===== config.mk =====
export PLATFORM = sky130hd
export DESIGN_NAME = ssdc_top
export DESIGN_NICKNAME = d
export VERILOG_FILES = /design/src/design/ssdc_top.v
export VERILOG_INCLUDE_DIRS = /design/src /design/src/design
export SDC_FILE = /design/constraint.sdc
export NUM_CORES = 2
export LEC_CHECK = 0
export BUFFER_PORTS_ARGS = -buffer_cell sky130_fd_sc_hd__buf_2
export CORE_UTILIZATION = 35
export CTS_CLUSTER_SIZE = 30
export DETAILED_ROUTE_END_ITERATION = 6
export GPL_TIMING_DRIVEN = 0
export HOLD_SLACK_MARGIN = 0.06
export PLACE_DENSITY = 0.54
export REMOVE_ABC_BUFFERS = 1
export SLEW_MARGIN = 20
export SYNTH_ARGS = -nofsm -noshare
export SYNTH_HDL_FRONTEND = slang
export SYNTH_SLANG_ARGS = --single-unit

===== constraint.sdc =====
create_clock -name clk_in -period 3.66 [get_ports clk_in]
set_clock_uncertainty 0.15 [all_clocks]
set_input_delay 0 -clock clk_in [delete_from_list [all_inputs] [get_ports clk_in]]
set_output_delay 0 -clock clk_in [all_outputs]
set_load 0.1 [all_outputs]

===== src/design/ssdc_defs.vh =====
`ifndef SSDC_DEFS_VH
`define SSDC_DEFS_VH

// Register addresses.
`define SSDC_A_ROUTE      8'h01
`define SSDC_A_BLKPWR     8'h02
`define SSDC_A_PWR_A      8'h03
`define SSDC_A_PWR_B      8'h04
`define SSDC_A_PWR_C      8'h05
`define SSDC_A_MODES      8'h0b
`define SSDC_A_OUT_BASE   8'h0c
`define SSDC_A_OUT_LAST   8'h37
`define SSDC_A_IRQ_STAT   8'h38
`define SSDC_A_IRQ_CLR    8'h39
`define SSDC_A_IRQ_EN     8'h3a

// Output count and per-output register slots.
`define SSDC_NOUT         11
`define SSDC_SLOT_DIV     2'h0
`define SSDC_SLOT_CTL     2'h1
`define SSDC_SLOT_DLO     2'h2

// Field positions.
`define SSDC_ROUTE_LVL    3
`define SSDC_MD_SWREQ     0
`define SSDC_MD_EXP_HI    3
`define SSDC_MD_EXP_LO    1
`define SSDC_MD_ROLE      4
`define SSDC_MD_REQMODE   5
`define SSDC_CTL_REQEN    7
`define SSDC_CTL_FN_HI    5
`define SSDC_CTL_FN_LO    4
`define SSDC_CTL_DHI_HI   3

// Output functions.
`define SSDC_FN_CLOCK     2'h0
`define SSDC_FN_SYSREF    2'h1
`define SSDC_FN_PASS      2'h2
`define SSDC_FN_PULSED    2'h3

// Interrupt bits.
`define SSDC_IRQ_SYNC     0
`define SSDC_IRQ_BURST    1
`define SSDC_IRQ_LVLLOST  2

// Reset values and timing counts.
`define SSDC_RST_BYTE     8'h00
`define SSDC_RST_DIV      8'h01
`define SSDC_FOLLOW_HOLD  12'h00e
`define SSDC_ONE12        12'h001
`define SSDC_ONE8         8'h01
`define SSDC_ONE9         9'h001

`endif


===== src/design/ssdc_top.v =====
// The implementer's own choice: strobed register access.
`timescale 1ns/1ps
`default_nettype none
`include "ssdc_defs.vh"

// What this block does
// One delay code equals one input half-cycle.
// Follower waits seven input pulses before starting.
// Software adds follower offset to controller outputs.
// Software delays device clocks by slowest divide.
// Software sets SYSREF delay one half-period early.
// Software aligns pass-through with latest SYSREF.
// Routing bit three drives level-good onto status.
// Software writes zero to block power register.
// Software sets full power during setup.
// Role bit: zero controller, one follower.
// Mode bit: zero sync, one SYSREF request.
// Pulsed outputs emit two-power-exponent pulses.
// Software request bit stays low while configuring.
// Dividers hold for programmed delay after sync.
// Software syncs before any SYSREF request.
// Function select: clock, SYSREF, pass-through, pulsed.
// Software request held at least one millisecond.
// Pulsed outputs burst then return low.
module ssdc_top
(
	input  wire        clk_in,
	input  wire        rst_n_in,
	input  wire [7:0]  addr_in,
	input  wire [7:0]  wdata_in,
	input  wire        wr_in,
	input  wire        rd_in,
	output reg  [7:0]  rdata_out,
	input  wire        sync_request_input_in,
	input  wire        input_level_good_flag_in,
	output reg         stat_out,
	output reg  [10:0] clk_out,
	output wire        irq_out
);

	// Slot number of an address inside the per-output register window.
	function [1:0] ssdc_slot;
		input [7:0] a;
		reg   [7:0] off;
		begin
			off = a - `SSDC_A_OUT_BASE;
			ssdc_slot = off[1:0];
		end
	endfunction

	// Output index of an address inside the per-output register window.
	function [3:0] ssdc_index;
		input [7:0] a;
		reg   [7:0] off;
		begin
			off = a - `SSDC_A_OUT_BASE;
			ssdc_index = off[5:2];
		end
	endfunction

	// Two-bit power level of output n from the three packed registers.
	function [1:0] ssdc_pwr;
		input [23:0] p;
		input [3:0]  n;
		reg   [4:0]  b;
		begin
			b = {n, 1'b0};
			ssdc_pwr = p[b +: 2];
		end
	endfunction

	reg  [7:0]  status_pin_routing;
	reg  [7:0]  block_power_and_filter;
	reg  [7:0]  output_power_level_a;
	reg  [7:0]  output_power_level_b;
	reg  [7:0]  output_power_level_c;
	reg  [7:0]  sync_sysref_global_modes;
	reg  [7:0]  out_divide   [0:10];
	reg  [7:0]  out_control  [0:10];
	reg  [7:0]  out_delay_lo [0:10];
	reg  [2:0]  irq_status;
	reg  [2:0]  irq_enable;
	reg  [2:0]  req_sync;
	reg  [2:0]  lvl_sync;
	reg         req_level;
	reg         lvl_level;
	reg         req_prev;
	reg  [7:0]  div_cnt      [0:10];
	reg  [11:0] hold_cnt     [0:10];
	reg  [10:0] waiting;
	reg  [10:0] running;
	reg  [10:0] phase;
	reg  [8:0]  burst_left   [0:10];
	reg  [10:0] burst_end;
	reg  [7:0]  next_rdata;
	reg  [2:0]  irq_event;
	wire        in_window;
	wire [1:0]  slot;
	wire [3:0]  index;
	wire        chain_role_select;
	wire        request_mode_select;
	wire        software_request_bit;
	wire [2:0]  pulse_count_exponent;
	wire [23:0] pwr_packed;
	wire        req_any;
	wire        req_rise;
	wire        sync_start;
	wire        sysref_start;
	wire [8:0]  burst_pulses;
	wire [11:0] role_extra;
	// Each clocked process owns its own loop index, so no variable has two drivers.
	integer     i;
	integer     j;
	integer     k;

	assign in_window = (addr_in >= `SSDC_A_OUT_BASE) && (addr_in <= `SSDC_A_OUT_LAST);
	assign slot      = ssdc_slot(addr_in);
	assign index     = ssdc_index(addr_in);

	// Global mode fields.
	assign chain_role_select    = sync_sysref_global_modes[`SSDC_MD_ROLE];
	assign request_mode_select  = sync_sysref_global_modes[`SSDC_MD_REQMODE];
	assign software_request_bit = sync_sysref_global_modes[`SSDC_MD_SWREQ];
	assign pulse_count_exponent = sync_sysref_global_modes[`SSDC_MD_EXP_HI:`SSDC_MD_EXP_LO];
	assign pwr_packed = {output_power_level_c, output_power_level_b, output_power_level_a};

	// Request is the pin or the software bit; only a rising edge starts anything.
	assign req_any      = req_level | software_request_bit;
	assign req_rise     = req_any & ~req_prev;
	assign sync_start   = req_rise & ~request_mode_select;
	assign sysref_start = req_rise & request_mode_select;
	// Pulse count is a power of two; the count is in pulses.
	assign burst_pulses = `SSDC_ONE9 << pulse_count_exponent;
	// A follower waits seven input periods, fourteen half-cycles, before starting.
	assign role_extra = chain_role_select ? `SSDC_FOLLOW_HOLD : 12'h000;

	assign irq_out = |(irq_status & irq_enable);

	// Pin inputs pass three flops; a level changes once stages two and three agree.
	always @(posedge clk_in)
	begin
		if (!rst_n_in)
		begin
			req_sync  <= 3'h0;
			lvl_sync  <= 3'h0;
			req_level <= 1'b0;
			lvl_level <= 1'b0;
			req_prev  <= 1'b0;
		end
		else
		begin
			req_sync <= {req_sync[1:0], sync_request_input_in};
			lvl_sync <= {lvl_sync[1:0], input_level_good_flag_in};
			if (req_sync[1] == req_sync[2])
				req_level <= req_sync[2];
			if (lvl_sync[1] == lvl_sync[2])
				lvl_level <= lvl_sync[2];
			req_prev <= req_any;
		end
	end

	// Register writes.
	always @(posedge clk_in)
	begin
		if (!rst_n_in)
		begin
			status_pin_routing       <= `SSDC_RST_BYTE;
			block_power_and_filter   <= `SSDC_RST_BYTE;
			output_power_level_a     <= `SSDC_RST_BYTE;
			output_power_level_b     <= `SSDC_RST_BYTE;
			output_power_level_c     <= `SSDC_RST_BYTE;
			sync_sysref_global_modes <= `SSDC_RST_BYTE;
			irq_enable               <= 3'h0;
			for (j = 0; j < `SSDC_NOUT; j = j + 1)
			begin
				out_divide[j]   <= `SSDC_RST_DIV;
				out_control[j]  <= `SSDC_RST_BYTE;
				out_delay_lo[j] <= `SSDC_RST_BYTE;
			end
		end
		else if (wr_in)
		begin
			case (addr_in)
				`SSDC_A_ROUTE:  status_pin_routing       <= wdata_in;
				`SSDC_A_BLKPWR: block_power_and_filter   <= wdata_in;
				`SSDC_A_PWR_A:  output_power_level_a     <= wdata_in;
				`SSDC_A_PWR_B:  output_power_level_b     <= wdata_in;
				`SSDC_A_PWR_C:  output_power_level_c     <= wdata_in;
				`SSDC_A_MODES:  sync_sysref_global_modes <= wdata_in;
				`SSDC_A_IRQ_EN: irq_enable               <= wdata_in[2:0];
				default:
				begin
					if (in_window)
					begin
						case (slot)
							`SSDC_SLOT_DIV: out_divide[index]   <= wdata_in;
							`SSDC_SLOT_CTL: out_control[index]  <= wdata_in;
							`SSDC_SLOT_DLO: out_delay_lo[index] <= wdata_in;
							default:        ;
						endcase
					end
				end
			endcase
		end
	end

	// Read data registered for the cycle after the strobe; unmapped reads give zero.
	always @*
	begin
		next_rdata = 8'h00;
		case (addr_in)
			`SSDC_A_ROUTE:    next_rdata = status_pin_routing;
			`SSDC_A_BLKPWR:   next_rdata = block_power_and_filter;
			`SSDC_A_PWR_A:    next_rdata = output_power_level_a;
			`SSDC_A_PWR_B:    next_rdata = output_power_level_b;
			`SSDC_A_PWR_C:    next_rdata = output_power_level_c;
			`SSDC_A_MODES:    next_rdata = sync_sysref_global_modes;
			`SSDC_A_IRQ_STAT: next_rdata = {5'h00, irq_status};
			`SSDC_A_IRQ_EN:   next_rdata = {5'h00, irq_enable};
			default:
			begin
				if (in_window)
				begin
					case (slot)
						`SSDC_SLOT_DIV: next_rdata = out_divide[index];
						`SSDC_SLOT_CTL: next_rdata = out_control[index];
						`SSDC_SLOT_DLO: next_rdata = out_delay_lo[index];
						default:        next_rdata = 8'h00;
					endcase
				end
			end
		endcase
	end

	always @(posedge clk_in)
	begin
		if (!rst_n_in)
			rdata_out <= 8'h00;
		else if (rd_in)
			rdata_out <= next_rdata;
	end

	// Interrupt events; a new event wins over a clear in the same cycle.
	always @*
	begin
		irq_event = 3'h0;
		irq_event[`SSDC_IRQ_SYNC]    = sync_start;
		irq_event[`SSDC_IRQ_BURST]   = |burst_end;
		irq_event[`SSDC_IRQ_LVLLOST] = lvl_sync[2] == lvl_sync[1] && !lvl_sync[2] && lvl_level;
	end

	always @(posedge clk_in)
	begin
		if (!rst_n_in)
			irq_status <= 3'h0;
		else if (wr_in && addr_in == `SSDC_A_IRQ_CLR)
			irq_status <= (irq_status & ~wdata_in[2:0]) | irq_event;
		else
			irq_status <= irq_status | irq_event;
	end

	// Status pin follows the level-good flag when routed.
	always @(posedge clk_in)
	begin
		if (!rst_n_in)
			stat_out <= 1'b0;
		else
			stat_out <= status_pin_routing[`SSDC_ROUTE_LVL] & lvl_level;
	end

	// Output dividers; one clk_in tick stands for one input half-cycle.
	always @(posedge clk_in)
	begin
		if (!rst_n_in)
		begin
			waiting   <= 11'h000;
			running   <= 11'h7ff;
			phase     <= 11'h000;
			burst_end <= 11'h000;
			for (i = 0; i < `SSDC_NOUT; i = i + 1)
			begin
				div_cnt[i]    <= 8'h00;
				hold_cnt[i]   <= 12'h000;
				burst_left[i] <= 9'h000;
			end
		end
		else
		begin
			for (i = 0; i < `SSDC_NOUT; i = i + 1)
			begin
				burst_end[i] <= 1'b0;
				if (sync_start && out_control[i][`SSDC_CTL_REQEN])
				begin
					// Stop, then hold for delay word plus role offset.
					running[i]    <= 1'b0;
					waiting[i]    <= 1'b1;
					phase[i]      <= 1'b0;
					div_cnt[i]    <= 8'h00;
					burst_left[i] <= 9'h000;
					hold_cnt[i]   <= {out_control[i][`SSDC_CTL_DHI_HI:0], out_delay_lo[i]}
						+ role_extra;
				end
				else if (waiting[i])
				begin
					if (hold_cnt[i] == 12'h000)
					begin
						waiting[i] <= 1'b0;
						running[i] <= block_power_and_filter == `SSDC_RST_BYTE;
					end
					else
						hold_cnt[i] <= hold_cnt[i] - `SSDC_ONE12;
				end
				else
				begin
					if (!running[i])
						running[i] <= block_power_and_filter == `SSDC_RST_BYTE;
					else if (div_cnt[i] + `SSDC_ONE8 >= out_divide[i])
					begin
						// Toggle every divide half-cycles: period is divide input cycles.
						div_cnt[i] <= 8'h00;
						phase[i]   <= ~phase[i];
						if (phase[i] && burst_left[i] != 9'h000)
						begin
							burst_left[i] <= burst_left[i] - `SSDC_ONE9;
							if (burst_left[i] == `SSDC_ONE9)
								burst_end[i] <= 1'b1;
						end
					end
					else
						div_cnt[i] <= div_cnt[i] + `SSDC_ONE8;
					if (sysref_start && out_control[i][`SSDC_CTL_REQEN]
						&& out_control[i][`SSDC_CTL_FN_HI:`SSDC_CTL_FN_LO] == `SSDC_FN_PULSED)
						burst_left[i] <= burst_pulses;
				end
			end
		end
	end

	// Output pins by function and power level; powered-down outputs sit low.
	always @(posedge clk_in)
	begin
		if (!rst_n_in)
			clk_out <= 11'h000;
		else
		begin
			for (k = 0; k < `SSDC_NOUT; k = k + 1)
			begin
				if (ssdc_pwr(pwr_packed, k[3:0]) != 2'h0 || !running[k])
					clk_out[k] <= 1'b0;
				else
				begin
					case (out_control[k][`SSDC_CTL_FN_HI:`SSDC_CTL_FN_LO])
						`SSDC_FN_CLOCK:  clk_out[k] <= phase[k];
						`SSDC_FN_SYSREF: clk_out[k] <= phase[k];
						`SSDC_FN_PASS:   clk_out[k] <= req_any;
						`SSDC_FN_PULSED: clk_out[k] <= phase[k] & (burst_left[k] != 9'h000);
						default:         clk_out[k] <= 1'b0;
					endcase
				end
			end
		end
	end

endmodule // ssdc_top
`default_nettype wire


-- Word level (Yosys, flattened, before mapping)
Memories as Yosys holds them, arrays and structs flattened.
Index checks and enable logic that the tools add are counted.
- register bits after elaboration: 127
- bits in latches: 0
- RAM bits: 583
- memory bits (read-only): 0
- bits of input ports: 22
- output and inout port bits: 21
- word-level logic and storage cells: 1096
- memories: 6
- $add $sub $neg: 45
- $mul: 0
- divide/modulo/power cells: 0
- magnitude comparators: 13
- equal/unequal tests: 69
- shift-type cells: 1
- mux-type cells: 550
- bitwise operators: 167
- reduce and logical (&&, ||, !) cells: 185
- memory list (memory ; depth ; width ; rd ports ; clocked after Yosys merged registers in ; write ports ; line ; text):
    hold_cnt ; 11 ; 12 ; 11 ; 0 ; 11 ; ssdc_top.v:89 ; reg [11:0] hold_cnt [0:10];
    burst_left ; 11 ; 9 ; 11 ; 0 ; 11 ; ssdc_top.v:93 ; reg [8:0] burst_left [0:10];
    div_cnt ; 11 ; 8 ; 11 ; 0 ; 11 ; ssdc_top.v:88 ; reg [7:0] div_cnt [0:10];
    out_control ; 11 ; 8 ; 12 ; 0 ; 11 ; ssdc_top.v:79 ; reg [7:0] out_control [0:10];
    out_delay_lo ; 11 ; 8 ; 12 ; 0 ; 11 ; ssdc_top.v:80 ; reg [7:0] out_delay_lo [0:10];
    out_divide ; 11 ; 8 ; 12 ; 0 ; 11 ; ssdc_top.v:78 ; reg [7:0] out_divide [0:10];
- operators with widths (cell ; number):
    1-bit 2-to-1 mux ; 440
    9-bit 2-to-1 mux ; 33
    8-bit 2-to-1 mux ; 37
    12-bit 2-to-1 mux ; 22
    12-bit by 4-bit adder with 12-bit output ; 11
    12-bit zero test ; 11
    12-bit by 1-bit subtractor with 12-bit output, second input constant ; 11
    9-bit by 1-bit equality test with 1-bit output, second input constant ; 11
    9-bit nonzero test ; 11
    9-bit by 1-bit subtractor with 9-bit output, second input constant ; 11
    1-bit bitwise OR ; 89
    8-bit by 1-bit adder with 8-bit output, second input constant ; 11
    8-bit greater-or-equal comparator ; 11
    2-bit OR reduction ; 33
    6-bit OR reduction ; 11
    8-bit one-hot mux with 8 select lines ; 1
    1-bit inverter ; 58
    1-bit logical AND ; 48
    2-bit equality test, second input constant ; 23
    3-bit by 1-bit != test with 1-bit output, second input constant ; 11
    1-bit one-hot mux with 3 select lines ; 11
    3-bit AND reduction ; 11
    2-bit by 1-bit equality test with 1-bit output, second input constant ; 12
    8-bit by 6-bit equality test with 1-bit output, second input constant ; 3
    other kinds (26) ; 99

-- Logic depth before layout (Yosys ltp)
An unclocked memory read counts as a cell.
- depth in word-level cells: 12
- gate-level depth with buffers: 15
- mapped depth without buffers: 10

-- Worst setup path after synthesis
OpenSTA, ideal clock, no wires.
- path type: input-to-reg
- start point: in addr_in[2]
- end point: mem out_control[8][0], enable pin
- library setup time: 0.384 ns
- arrival: 3.145 ns
- path slack: -0.019 ns
- stages: 13
- cells stage by stage: buf_2 -> buf_2 -> inv_1 -> buf_2 -> buf_2 -> ha_1 -> buf_2 -> buf_2 -> buf_2 -> nor2_1 -> clkbuf_1 -> nand3_1 -> o21ai_0
- RTL lines (item ; line ; text):
    from (decl) ; ssdc_top.v:29 ; input wire [7:0] addr_in,
    to (decl) ; ssdc_top.v:79 ;

-- Worst setup path after layout
- start point: reg req_level
- end point: reg burst_end[10]
- cells in the longest elaborated chain, start to end: 5
- RTL lines (item ; line ; text):
    from (decl) ; ssdc_top.v:85 ; reg req_level;
    from (signal assigned) ; ssdc_top.v:155 ; req_level <= req_sync[2];
    1-bit bitwise OR ; ssdc_top.v:128 ; assign req_any = req_level | software_request_bit;
    1-bit AND ; ssdc_top.v:129 ; assign req_rise = req_any & ~req_prev;
    1-bit AND ; ssdc_top.v:130 ; assign sync_start = req_rise & ~request_mode_select;
    1-bit logical AND ; ssdc_top.v:292 ; if (sync_start && out_control[i][`SSDC_CTL_REQEN])
    6-bit OR reduction (no line) ; -- ;
    to (signal assigned) ; ssdc_top.v:279 ; burst_end <= 11'h000;
    to (signal, indexed assignment) ; ssdc_top.v:291 ; burst_end[i] <= 1'b0;
    to (signal, indexed assignment) ; ssdc_top.v:326 ; burst_end[i] <= 1'b1;
    to (decl) ; ssdc_top.v:94 ; reg [10:0] burst_end;
Every way passes these cells.
A chain may end at the register's enable or synchronous reset.

==> key figures <==
Finish
  – Post-layout nets: 4415
  – Syn-to-layout area delta: 14.20%
  – Post-route cell area: 51480 um2
  – Final core occ: 40.31%
  – Multi-input gate area: 20550 um2
  – Sequential cell area: 23420 um2
  – Fill cells: 12218
  – Share of post-route cells with drive strength above 1: 9.928%

Pwr
  – Power Density: 443.4 nW/um2
  – Max VDD drop: 0.3119 mV
  – Leak: 18.62 nW

Clock tree
  – Reg clk slew, reported paths: 0.06 ns
  – Max Root-Sink Buffers: 3
  – CTS sink cnt: 830
  – Clock root buffer: clkbuf_16
  – Clock latency at the later pin of the worst-skew pair: 0.70 ns
  – TritonCTS clock tree: yes
  – H-tree depth: 3
  – Total CTS buffers: 95

Placement
  – DP Wirelength: 104700 um
  – DP Area: 47270 um2
  – Number of port buffers: 42
  – Gp weighted congestion: 0.9316
  – Pre-CTS setup slack: -1.714 ns

STA
  – Final hold violations: 0
  – Max Freq: 283.5 MHz
  – Final min period: 3.528 ns
  – Final setup fails: 0
  – Rel. slew slack: 26.78%
  – Least-Margin Pin Slew: 1.088 ns
  – RSZ-0062 raised after global routing: no
  – Final worst-path cycle share: 96.38%
  – Setup ws final: 0.1325 ns
  – Pins Over Slew Limit: 0

Synth
  – Largest family of logic cells by synthesized area: simple AND/OR/NAND/NOR gates
  – Synth area leaders: edfxtp_1 (45%), dfxtp_1 (6.7%), ha_1 (4.7%)
  – Post-synth top flop: edfxtp_1
  – Post-synthesis sequential area ratio: 51.94%
  – Post-synthesis mux area share: 6.501%
  – Post-synthesis compound-gate area fraction: 9.252%
  – Synthesis warning total: 0
  – Adder-cell share of the synthesized area: 5.207%
  – Post-synth ARST share: 0%
  – Simple-gate share of the synthesized area: 17.22%
  – Post-synth top cells: edfxtp_1 (679), nor2_1 (544), nand2_1 (372), inv_1 (193), nand3_1 (179)
  – Number of synthesized flops with an enable pin: 679
  – Mapped Area: 45080 um2
  – Xor/xnor cell area share of the yosys netlist: 6.662%
  – Mapped Avg Cell Area: 10.90 um2
  – #FFs+latches synth: 830
  – Post-Synthesis Cells: 4134
  – Count leader, synth: edfxtp_1
  – Synth area leader: edfxtp_1
  – Synth cell types: 87
  – Synth top area share: 45.23%

GRT
  – Initial antenna violation count: 7
  – First-pass GRT wire length: 213500 um
  – Largest net degree at the start of global routing: 99
  – Vias in the first global route: 31918
  – Gr usage total: 22.05%
  – Congestion Overflow GR: 0

Worst hold path
  – Hold Path Class: in2reg

Setup path
  – Setup slack, reg-to-reg: 0.13 ns
  – Worst Path Required: 4.08 ns
  – Kind of critical path: reg2reg
  – Crit end category: register
  – Max FO, Critical Path: 21
  – CP arrival: 3.95 ns
  – CP Launch Type: register

Drt
  – Final wirelength: 145400 um
  – DR vias: 33427
  – DR WL/cell: 24.40 um
  – DR iter-0 viols: 3677
  – Via density: 5.610
  – # DRC: 0
  – Drt first pass iters: 6
  – DRT antenna net count: 0

Die
  – Starting Density: 35.30%
  – DIE WIDTH: 360.9 um
  – Io pins: 43
  – Rows: 131
  – Core footprint: 127700 um2
  – Die Area: 130200 um2
  – Die Y: 360.9 um

Outcome
  – Status: finished clean

Run
  – Maxcap violations: 0
[per-layer routing]
| layer | up-vias | track usage (%) | share of wire [%] |
|---|---|---|---|
| met4 | 4 | 8.185 | 3.4 |
| met1 | 16489 | 31.42 | 44 |
| li1 | 15370 | - | - |
| met2 | 1338 | 33.75 | 45 |
| met3 | 226 | 3.288 | 7.9 |
| met5 | - | 0 | 0.016 |
[sequential cells by signal, indices dropped and copies added (netlist names), 11 cells and up]
register	count
burst_end	11
burst_left	99
clk_out	11
div_cnt	88
hold_cnt	132
out_control	128
out_delay_lo	128
out_divide	128
phase	11
running	11
waiting	11
[power breakdown]
group          internal (mW)  switching (mW)
clock network           5.73            4.14
registers               10.5           0.343
logic                  0.778            1.35
total                   17.0            5.83
[layout make-up]
class                           count  area share [%]
Antenna cell                        5         0.02431
Clock buffer                      122           5.114
Clock inverter                     54           1.062
Inverter                          193           1.422
Multi-Input combinational cell   2943           39.93
Sequential cell                   830           45.49
Tap cell                         1662           4.040
Timing Repair Buffer              149           2.919
[cells by family (layout without fill, tap and decap cells)]
| logic type | count (synthesis) | count (layout) |
|---|---|---|
| simple gates | 1619 | 1619 |
| flops | 830 | 830 |
| compound gates | 621 | 621 |
| buf+inv | 361 | 518 |
| xor+xnor | 342 | 342 |
| fa+ha+maj | 181 | 181 |
| mux | 180 | 180 |
| other cells | 0 | 5 |
[repair_timing]
item                                    CTS  global route
buffers inserted                          3             8
pin swaps                                 3             4
resized for setup                        31            13
endpoints found under the setup margin  212           277
hold buffers                             72             0
endpoints found under the hold margin   328             0
[critical path, stage by stage (launching register included)]
cell           delay [ns]
dfxtp_1              0.56
o21ba_2              0.60
nand3_1              0.47
nand2_1              0.63
dlygate4sd3_1        0.89
nor3_1               0.10
[layout by cell type (no fill, tap or decap), types with 66 or more instances in the layout]
cell type / count
edfxtp_1: 679
nand3_1: 179
and3_1: 69
clkbuf_16: 98
dlygate4sd3_1: 69
nor2b_1: 66
o21ai_0: 72
mux2i_1: 87
o22ai_1: 102
inv_1: 190
xor2_1: 167
nor2_1: 536
nor3_1: 71
a21oi_1: 117
nand2_1: 368
dfxtp_1: 150
xnor2_1: 172
mux4_2: 90
ha_1: 169
[path summary, 6_finish.rpt]
path                                     to                    from  cells past startpoint
hold reg to reg      lvl_sync[2]$_SDFF_PN0_  lvl_sync[1]$_SDFF_PN0_                      2
setup reg to reg   burst_end[10]$_SDFF_PP0_  req_level$_SDFFE_PN0N_                      5
hold / removal    rdata_out[3]$_SDFFE_PN0P_              addr_in[6]                      7
setup / recovery   burst_end[10]$_SDFF_PP0_  req_level$_SDFFE_PN0N_                      5
[per-stage QoR]
step / std cells / TNS [ns] / hold slack, ns / power [mW]
finish: 5958 / 0 / 0.1027 / 22.82
global route: 5953 / 0 / 0.1283 / 23.49
global placement: 5670 / -6481.64 / 0.06177 / 13.00
floorplan: 3966 / -532.90 / -0.07377 / 12.15
detailed placement: 5694 / -393.79 / 0.06649 / 13.04
CTS: 5945 / -6.498 / 0.06359 / 22.92
Power figures use the tool's default switching activity.
